$ cat src/inc/pm_status_params.svh
// constants of the power monitor status reporting bank
`ifndef PM_STATUS_PARAMS_SVH
`define PM_STATUS_PARAMS_SVH

// ************************************************
// channel counts
// ************************************************
`define PM_MON_CHANNELS     16
`define PM_SEQ_CHANNELS     12
`define PM_TEMP_SENSORS     5

// ************************************************
// command codes of the status registers
// ************************************************
`define PM_CMD_CLEAR_FAULTS 8'h03
`define PM_CMD_SUMMARY      8'h79
`define PM_CMD_VOLTAGE_SUMMARY_BIT         8'h7a
`define PM_CMD_CURRENT_SUMMARY_BIT         8'h7b
`define PM_CMD_TEMP         8'h7d
`define PM_CMD_CML          8'h7e

// ************************************************
// summary word bit positions
// ************************************************
`define PM_SW_VOLTAGE_SUMMARY_BIT          15
`define PM_SW_CURRENT_SUMMARY_BIT          14
`define PM_SW_VENDOR        12
`define PM_SW_PG_LOST       11
`define PM_SW_MARGIN        8
`define PM_SW_SEQ_OFF       6
`define PM_SW_OV            5
`define PM_SW_OC            4
`define PM_SW_TEMP          2
`define PM_SW_CML           1

// ************************************************
// status byte bit positions
// ************************************************
`define PM_VO_OV_FAULT      7
`define PM_VO_OV_WARN       6
`define PM_VO_UV_WARN       5
`define PM_VO_UV_FAULT      4
`define PM_VO_TON_TIMEOUT   2
`define PM_IO_OC_FAULT      7
`define PM_IO_OC_WARN       5
`define PM_TE_OVERTEMPERATURE_FAULT      7
`define PM_TE_OVERTEMPERATURE_WARNING       6
`define PM_CM_BAD_CMD       7
`define PM_CM_BAD_DATA      6
`define PM_CM_BACKUP        2
`define PM_CM_MAIN          1
`define PM_CM_LOG_FULL      0

// ************************************************
// reset values
// ************************************************
`define PM_RESET_BYTE       8'h00
`define PM_RESET_WORD       16'h0000
`define PM_WRAP_ON          1'b1

`endif

$ cat src/inc/pm_status_pkg.sv
// types of the power monitor status reporting bank
`include "pm_status_params.svh"

package pm_status_pkg;

	// voltage conditions per monitored channel, turn-on timeouts per sequenced channel
	typedef struct packed {
		logic [`PM_MON_CHANNELS-1:0] overvoltageFault;
		logic [`PM_MON_CHANNELS-1:0] overvoltageWarning;
		logic [`PM_MON_CHANNELS-1:0] undervoltageWarning;
		logic [`PM_MON_CHANNELS-1:0] undervoltageFault;
		logic [`PM_SEQ_CHANNELS-1:0] turnOnLimitEvent;
		logic [`PM_SEQ_CHANNELS-1:0] seqTurnOnMaxEvent;
	} voltage_summary_bit_cond_s;

	// current and temperature conditions
	typedef struct packed {
		logic [`PM_MON_CHANNELS-1:0] overcurrentFault;
		logic [`PM_MON_CHANNELS-1:0] overcurrentWarning;
		logic [`PM_TEMP_SENSORS-1:0] overtemperatureFault;
		logic [`PM_TEMP_SENSORS-1:0] overtemperatureWarning;
	} current_summary_bit_temp_cond_s;

	// communication, memory and log events
	typedef struct packed {
		logic badCommand;
		logic badData;
		logic secondaryArrayCorrupt;
		logic mainArrayCorrupt;
		logic logFull;
		logic logOverwrite;
	} cml_cond_s;

	// per sequenced channel state
	typedef struct packed {
		logic [`PM_SEQ_CHANNELS-1:0] channelEnabled;
		logic [`PM_SEQ_CHANNELS-1:0] supplyEnableOutput;
		logic [`PM_SEQ_CHANNELS-1:0] powerGoodLost;
		logic [`PM_SEQ_CHANNELS-1:0] marginFault;
	} seq_cond_s;

	// host command port
	typedef struct packed {
		logic       readStrobe;
		logic       clearFaults;
		logic [7:0] commandCode;
	} host_cmd_s;

	// answer state of the read port
	typedef enum logic [1:0] {
		ANS_IDLE  = 2'b01,
		ANS_VALID = 2'b10
	} answer_state_e;

endpackage

$ cat src/verilog/power_monitor_status_reporting.sv
// status reporting bank: latched status bytes, summary word, alert
//
// What this block does
// - turn-on timeout sets flags, action, alert
// - summary read returns two-byte condensed word
// - bit 15 on any voltage condition
// - bit 14 on overcurrent fault or warning
// - bit 12 on any global vendor byte bit
// - bit 11 ORs per-channel power-good-lost bits
// - bit 8 on any margining fault
// - bit 6 ORs per-channel sequenced-off bits
// - bits 5/4 on overvoltage/overcurrent faults only
// - bit 2 temperature, bit 1 comm/memory/logic
// - unassigned bits always read zero
// - sequenced-off and power-good-lost never alert
// - voltage byte holds five latched flags
// - level flags re-set while condition persists
// - current byte: bit 7 fault, 5 warning
// - temperature byte: bit 7 fault, 6 warning
// - bad command/data flags latch per occurrence
// - array corrupt flags latch, never alert
// - log-full bit unlatched without wrap, follows log state
// - wrap mode: log-full clears on overwrite
// - sequenced-off: enabled channel, enable low
`timescale 1ns/1ns
`include "pm_status_params.svh"

module power_monitor_status_reporting (
	input  wire logic                           clk,
	input  wire logic                           rst_n,
	input  wire pm_status_pkg::host_cmd_s       hostCmd,
	input  wire pm_status_pkg::voltage_summary_bit_cond_s      voutCond,
	input  wire pm_status_pkg::current_summary_bit_temp_cond_s ioutTempCond,
	input  wire pm_status_pkg::cml_cond_s       cmlCond,
	input  wire pm_status_pkg::seq_cond_s       seqCond,
	input  wire logic [7:0]                     vendorSpecificStatus,
	input  wire logic                           alertEnable,
	input  wire logic                           eventLogWrapEnable,
	output logic      [15:0]                    readData,
	output logic                                readValid,
	output logic                                readHit,
	output logic                                alertOut,
	output logic                                faultActionReq
);

	// ************************************************
	// condition shaping
	// ************************************************

	logic [7:0]  voutSet;
	logic [7:0]  ioutSet;
	logic [7:0]  tempSet;
	logic [7:0]  cmlSet;
	logic        marginSet;
	logic [`PM_SEQ_CHANNELS-1:0] seqOffBits;
	logic        clearFaults;
	logic        turnOnEvent;

	// a clear is its own strobe bit on the host port, not a decoded command code
	assign clearFaults = hostCmd.clearFaults;

	// either time limit counts as a turn-on timeout event
	assign turnOnEvent = |voutCond.turnOnLimitEvent
		| |voutCond.seqTurnOnMaxEvent;

	// voltage set terms: levels re-set, timeout only on a new event
	always_comb begin
		voutSet = `PM_RESET_BYTE;
		voutSet[`PM_VO_OV_FAULT]    = |voutCond.overvoltageFault;
		voutSet[`PM_VO_OV_WARN]     = |voutCond.overvoltageWarning;
		voutSet[`PM_VO_UV_WARN]     = |voutCond.undervoltageWarning;
		voutSet[`PM_VO_UV_FAULT]    = |voutCond.undervoltageFault;
		voutSet[`PM_VO_TON_TIMEOUT] = turnOnEvent;
	end

	// current set terms, both level driven
	always_comb begin
		ioutSet = `PM_RESET_BYTE;
		ioutSet[`PM_IO_OC_FAULT] = |ioutTempCond.overcurrentFault;
		ioutSet[`PM_IO_OC_WARN]  = |ioutTempCond.overcurrentWarning;
	end

	// temperature set terms over all sensors
	always_comb begin
		tempSet = `PM_RESET_BYTE;
		tempSet[`PM_TE_OVERTEMPERATURE_FAULT] = |ioutTempCond.overtemperatureFault;
		tempSet[`PM_TE_OVERTEMPERATURE_WARNING]  = |ioutTempCond.overtemperatureWarning;
	end

	// comm and memory events are pulses, so they re-set only on recurrence
	always_comb begin
		cmlSet = `PM_RESET_BYTE;
		cmlSet[`PM_CM_BAD_CMD]  = cmlCond.badCommand;
		cmlSet[`PM_CM_BAD_DATA] = cmlCond.badData;
		cmlSet[`PM_CM_BACKUP]   = cmlCond.secondaryArrayCorrupt;
		cmlSet[`PM_CM_MAIN]     = cmlCond.mainArrayCorrupt;
	end

	assign marginSet = |seqCond.marginFault;

	// sequenced-off per channel; a disabled channel always reads clear
	genvar ch;
	generate
		for (ch = 0; ch < `PM_SEQ_CHANNELS; ch++) begin : g_seqoff
			assign seqOffBits[ch] = seqCond.channelEnabled[ch]
				& ~seqCond.supplyEnableOutput[ch];
		end
	endgenerate

	// ************************************************
	// latched flag banks
	// ************************************************

	logic [7:0] voutFlags;
	logic [7:0] ioutFlags;
	logic [7:0] tempFlags;
	logic [7:0] cmlFlags;
	logic [0:0] marginFlag;

	// one bank per category; all share the clear-faults strobe
	status_flag_latch #(.WIDTH(8)) u_voltage_summary_bit (
		.clk      (clk),
		.rst_n    (rst_n),
		.setIn    (voutSet),
		.clearAll (clearFaults),
		.flags    (voutFlags)
	);

	status_flag_latch #(.WIDTH(8)) u_current_summary_bit (
		.clk      (clk),
		.rst_n    (rst_n),
		.setIn    (ioutSet),
		.clearAll (clearFaults),
		.flags    (ioutFlags)
	);

	status_flag_latch #(.WIDTH(8)) u_temp (
		.clk      (clk),
		.rst_n    (rst_n),
		.setIn    (tempSet),
		.clearAll (clearFaults),
		.flags    (tempFlags)
	);

	status_flag_latch #(.WIDTH(8)) u_cml (
		.clk      (clk),
		.rst_n    (rst_n),
		.setIn    (cmlSet),
		.clearAll (clearFaults),
		.flags    (cmlFlags)
	);

	status_flag_latch #(.WIDTH(1)) u_margin (
		.clk      (clk),
		.rst_n    (rst_n),
		.setIn    (marginSet),
		.clearAll (clearFaults),
		.flags    (marginFlag)
	);

	// ************************************************
	// event log full indication
	// ************************************************

	logic logFullPrev_reg;
	logic wrapFull_reg;
	logic wrapFull_next;
	logic logFullBit;

	// edge memory of the log-full level
	always_ff @(posedge clk) begin
		if (!rst_n) begin
			logFullPrev_reg <= 1'b0;
		end else begin
			logFullPrev_reg <= cmlCond.logFull;
		end
	end

	// in wrap mode the first overwrite frees two entries, so the log is no longer full
	always_comb begin
		wrapFull_next = wrapFull_reg;
		if (cmlCond.logFull && !logFullPrev_reg) begin
			wrapFull_next = 1'b1;
		end
		if (cmlCond.logOverwrite) begin
			wrapFull_next = 1'b0;
		end
	end

	always_ff @(posedge clk) begin
		if (!rst_n) begin
			wrapFull_reg <= 1'b0;
		end else begin
			wrapFull_reg <= wrapFull_next;
		end
	end

	// untouched by clear-faults; latched only in wrap mode, otherwise it shows the log as it is
	assign logFullBit = (eventLogWrapEnable == `PM_WRAP_ON) ?
		wrapFull_reg : cmlCond.logFull;

	// ************************************************
	// status byte and summary word images
	// ************************************************

	logic [7:0]  cmlImage;
	logic [15:0] summaryWord;

	always_comb begin
		cmlImage = cmlFlags;
		cmlImage[`PM_CM_LOG_FULL] = logFullBit;
	end

	// summary condenses the latched bytes and clears with them; vendor, power-good-lost and sequenced-off bits are live
	always_comb begin
		summaryWord = `PM_RESET_WORD;
		summaryWord[`PM_SW_VOLTAGE_SUMMARY_BIT]    = |voutFlags;
		summaryWord[`PM_SW_CURRENT_SUMMARY_BIT]    = |ioutFlags;
		summaryWord[`PM_SW_VENDOR]  = |vendorSpecificStatus;
		summaryWord[`PM_SW_PG_LOST] = |seqCond.powerGoodLost;
		summaryWord[`PM_SW_MARGIN]  = marginFlag[0];
		summaryWord[`PM_SW_SEQ_OFF] = |seqOffBits;
		summaryWord[`PM_SW_OV]      = voutFlags[`PM_VO_OV_FAULT];
		summaryWord[`PM_SW_OC]      = ioutFlags[`PM_IO_OC_FAULT];
		summaryWord[`PM_SW_TEMP]    = |tempFlags;
		summaryWord[`PM_SW_CML]     = |cmlImage;
	end

	// ************************************************
	// host read port
	// ************************************************

	pm_status_pkg::answer_state_e ansState_reg;
	logic [15:0] readData_reg;
	logic        readHit_reg;
	logic [15:0] readData_next;
	logic        readHit_next;

	// decode of the status commands; byte registers sit in the low bits
	always_comb begin
		readData_next = `PM_RESET_WORD;
		readHit_next  = 1'b1;
		unique case (hostCmd.commandCode)
			`PM_CMD_SUMMARY: begin
				readData_next = summaryWord;
			end
			`PM_CMD_VOLTAGE_SUMMARY_BIT: begin
				readData_next = {8'h00, voutFlags};
			end
			`PM_CMD_CURRENT_SUMMARY_BIT: begin
				readData_next = {8'h00, ioutFlags};
			end
			`PM_CMD_TEMP: begin
				readData_next = {8'h00, tempFlags};
			end
			`PM_CMD_CML: begin
				readData_next = {8'h00, cmlImage};
			end
			default: begin
				readHit_next = 1'b0; // other commands belong to other banks
			end
		endcase
	end

	// answer state: valid in the cycle after each strobed cycle, so one cycle for a one-cycle strobe
	always_ff @(posedge clk) begin
		if (!rst_n) begin
			ansState_reg <= pm_status_pkg::ANS_IDLE;
		end else begin
			unique case (ansState_reg)
				pm_status_pkg::ANS_IDLE: begin
					if (hostCmd.readStrobe) begin
						ansState_reg <= pm_status_pkg::ANS_VALID;
					end
				end
				pm_status_pkg::ANS_VALID: begin
					if (!hostCmd.readStrobe) begin
						ansState_reg <= pm_status_pkg::ANS_IDLE;
					end
				end
				default: begin
					ansState_reg <= pm_status_pkg::ANS_IDLE;
				end
			endcase
		end
	end

	// data captured with the strobe and held until the next read
	always_ff @(posedge clk) begin
		if (!rst_n) begin
			readData_reg <= `PM_RESET_WORD;
			readHit_reg  <= 1'b0;
		end else if (hostCmd.readStrobe) begin
			readData_reg <= readData_next;
			readHit_reg  <= readHit_next;
		end
	end

	assign readData  = readData_reg;
	assign readHit   = readHit_reg;
	// one-hot code: the valid state bit is the flag itself, straight from its flip-flop
	assign readValid = ansState_reg[1];

	// ************************************************
	// alert and fault action
	// ************************************************

	logic alert_reg;
	logic faultAction_reg;
	logic alertCause;
	logic actionCause;

	// alert causes omit sequenced-off, power-good-lost, array corrupt and log full
	assign alertCause = |voutFlags | |ioutFlags | |tempFlags
		| cmlFlags[`PM_CM_BAD_CMD] | cmlFlags[`PM_CM_BAD_DATA]
		| marginFlag[0];

	// faults that call for the configured response, warnings excluded
	assign actionCause = turnOnEvent
		| voutSet[`PM_VO_OV_FAULT] | voutSet[`PM_VO_UV_FAULT]
		| ioutSet[`PM_IO_OC_FAULT] | tempSet[`PM_TE_OVERTEMPERATURE_FAULT];

	// alert stays up while any alerting flag is latched and alerts are enabled
	always_ff @(posedge clk) begin
		if (!rst_n) begin
			alert_reg <= 1'b0;
		end else begin
			alert_reg <= alertEnable & alertCause;
		end
	end

	// level request to the response logic, one cycle behind its cause
	always_ff @(posedge clk) begin
		if (!rst_n) begin
			faultAction_reg <= 1'b0;
		end else begin
			faultAction_reg <= actionCause;
		end
	end

	assign alertOut       = alert_reg;
	assign faultActionReq = faultAction_reg;

endmodule

$ cat src/verilog/status_flag_latch.sv
// sticky flag bank, set wins over clear
`timescale 1ns/1ns

module status_flag_latch #(
	parameter int WIDTH = 8
) (
	input  wire logic             clk,
	input  wire logic             rst_n,
	input  wire logic [WIDTH-1:0] setIn,
	input  wire logic             clearAll,
	output logic      [WIDTH-1:0] flags
);

	logic [WIDTH-1:0] flags_reg;

	// a set in the clear cycle survives, so no event is lost
	always_ff @(posedge clk) begin
		if (!rst_n) begin
			flags_reg <= '0;
		end else if (clearAll) begin
			flags_reg <= setIn;
		end else begin
			flags_reg <= flags_reg | setIn;
		end
	end

	assign flags = flags_reg;

endmodule

$ cat config.mk
export PLATFORM = sky130hd
export DESIGN_NAME = power_monitor_status_reporting
export DESIGN_NICKNAME = d
export VERILOG_FILES = /design/src/inc/pm_status_pkg.sv /design/src/verilog/power_monitor_status_reporting.sv /design/src/verilog/status_flag_latch.sv
export VERILOG_INCLUDE_DIRS = /design/src /design/src/inc
export SDC_FILE = /design/constraint.sdc
export NUM_CORES = 1
export LEC_CHECK = 0
export ABC_AREA = 1
export BUFFER_PORTS_ARGS = -buffer_cell sky130_fd_sc_hd__buf_2
export CORE_AREA = 2 2 87 89
export DETAILED_ROUTE_END_ITERATION = 10
export DIE_AREA = 0 0 89 91
export GPL_TIMING_DRIVEN = 0
export PLACE_DENSITY = 0.76
export REMOVE_ABC_BUFFERS = 1
export SLEW_MARGIN = 20
export SYNTH_ARGS = -nofsm -noshare
export SYNTH_HDL_FRONTEND = slang
export SYNTH_SLANG_ARGS = --single-unit
$ cat constraint.sdc
create_clock -name clk -period 1.05 [get_ports clk]
set_input_delay 0.0525 -clock clk [delete_from_list [all_inputs] [get_ports clk]]
set_output_delay 0.0525 -clock clk [all_outputs]
set_load 0.02 [all_outputs]
==> flow_summary.ini <==
[critical_path]
crit_type = flip-flop to flip-flop
max_stage_delay_ns = 0.34
crit_buf_inv = 0
critPathTopFamily = simple AND/OR/NAND/NOR gates
worstPathRequired_ns = 1.23
path_cells = nor2_1 > nand2_1 > nor4_2 > nor2_1
path_common_cell = nor2_1
cp_max_fo = 3
start_kind = flip-flop
critPathArrivalTime_ns = 1.16
crit_slowest_cell = dfxtp_1
worstSetupEndpointType = flip-flop

[synth]
ys_ff_latch = 33
yosys.area.top_type = dfxtp_1
ys_types = 33
synthTopCellsByArea = dfxtp_1 32%, nor2_1 14%, nand2_1 13%
yosysWarningCount = 0
syn_inst = 327
synth_area_um2 = 2040
yosys.area.top_type_share_pct = 32.3
seq_area_frac_synth_pct = 32.3
syn_avg_cell_area_um2 = 6.25

[timing]
slew_headroom_pct = 64.0
hold_viol_final = 0
skew_ns = 0.00584
min_period_over_period_pct = 93.8
fin_crit_ns = 0.985
worstMarginPinSlew_ns = 0.536
rsz0062_at_grt = yes
max_freq_ghz = 1.02
drv_slew = 0
setup_viol = 0

[placed_design]
gp_congestion = 0.795
dpl.cell_count = 641
hpwl_um = 6250
io_buffers = 221

[cells_and_area]
largest_reg_flops = 12
register_area_um2 = 663
syn2layout_area_growth_pct = 67.1
multi_input_comb_area_um2 = 1210
final_common_cell = buf_2
diodes = 0
finish.utilization_pct = 47.8
drive_gt1_share_pct = 46.8
final_cell_mix = 221 x buf_2, 78 x nor2_1, 70 x nand2_1
nets = 765
stdcell_count = 657
fillCellCount = 775

[outcome]
status = finished clean

[grt]
grt_pass1_wl_um = 11300
grt_max_degree = 26
grt_remaining_overflow = 0
grt_pass1_vias = 2755
grt_util_all_layers_pct = 17.2
antenna_found_initial = 0

[pwr]
p_per_area_nw_per_um2 = 860
vdd_drop_max_uv = 418
power_w = 0.00293
leakage_nw = 1.86

[cts]
clk_latency_ns = 0.29
cts_tree = done
cts_sinks = 33
clk_pin_slew_worst_paths_ns = 0.07
htreeDepth = 2
clock_tree.root_cell = clkbuf_8
cts_buffers = 5
cts_buffer_depth = 2

[route]
via_per_inst = 4.42
drt-total-wl_um = 7560
wl_met2_um = 3790
met3_length_um = 600
vias = 2903
post-route-drc-count = 0
top_layer_used = met4
drtIter0Drc = 77
wire_per_inst_um = 11.5
antenna_left = 0
drt_first_pass_iters = 5
met1_length_um = 3070

[floorplanning]
die_h_um = 91
die_area_um2 = 8100
fp-row-count = 31
core_area_um2 = 7140
start_util_pct = 28.6
boundaryPins = 226
fp.dieW_um = 89

[worst_hold_path]
hold_path.class = input pin to flip-flop

[job]
drv_cap = 0
[synthesized netlist by cell type, drive strengths merged]
master / count
a22oi: 1
dfxtp: 33
clkbuf: 1
nand4: 3
conb: 1
o22ai: 1
and2: 3
o211a: 1
nor4: 16
o21ai: 16
a31oi: 4
nor3: 8
a21oi: 18
buf: 8
inv: 37
mux2i: 1
a41oi: 1
nor2: 83
a211oi: 1
nand2: 77
nand3: 13
[per-stage QoR]
stage | hold WS (ns) | cell area [um2] | setup slack (ns) | setup TNS [ns]
final | 0.0170 | 3410 | 0.0651 | 0
after global routing | 0.0320 | 3410 | -0.0659 | -0.0680
after global placement | 0.218 | 3220 | -0.221 | -3.55
after detailed placement | 0.223 | 3220 | -0.226 | -3.74
after floorplan | 0.132 | 1990 | 0.124 | 0
after CTS | 0.0216 | 3390 | 0.0220 | 0
[kinds of logic after synthesis]
logic type,share of synthesized area (%)
AND/OR/NAND/NOR,44.5
buffers and inverters,10.0
AO/OA/AOI/OAI,12.4
flip-flops,32.3
multiplexers,0.490
other,0.184
[worst paths after layout]
kind / endpoint / slack, ns / startpoint / depth (start not counted)
min reg2reg: readData[11] / 0.47 / readData[11] / 2
max reg2reg: alertOut / 0.07 / u_temp.flags[6] / 4
min: u_temp.flags[6] / 0.02 / ioutTempCond[4] / 3
max: alertOut / 0.07 / u_temp.flags[6] / 4
[layer usage]
metal,vias to the layer above,global-route usage (%)
met5,-,0
met4,0,4.85
met3,9,3.36
met2,138,31.4
met1,1246,19.9
li1,1510,-
[tightest hold or removal path, stage by stage]
cell and delay [ns]:
buf_2 0.08, nor3_1 0.03, a31oi_1 0.11
[cell type report]
type / count / share of cell area (%)
tap: 99 / 3.63
sequential: 33 / 19.4
inverter: 37 / 4.18
timing repair buffer: 230 / 34.9
clock buffer: 5 / 2.02
clock inverter: 1 / 0.147
timing repair inverter: 1 / 0.147
multi-input combinational: 251 / 35.6
[where the power goes]
group          total, W  internal [W]  switching (W)
Combinational  0.000712      0.000388       0.000324
Sequential      0.00133       0.00130      0.0000281
Clock          0.000894      0.000436       0.000459
Total           0.00293       0.00212       0.000811
[timing repair]
action                     CTS  global route
gates resized for setup      5             8
pin swaps                    3             1
buffers inserted             2             0
cloned                       0             1
setup endpoints to repair    2             6
hold buffers                 7             0
hold endpoints to repair     7             0
No activity file was read; power rests on OpenSTA's default activity.
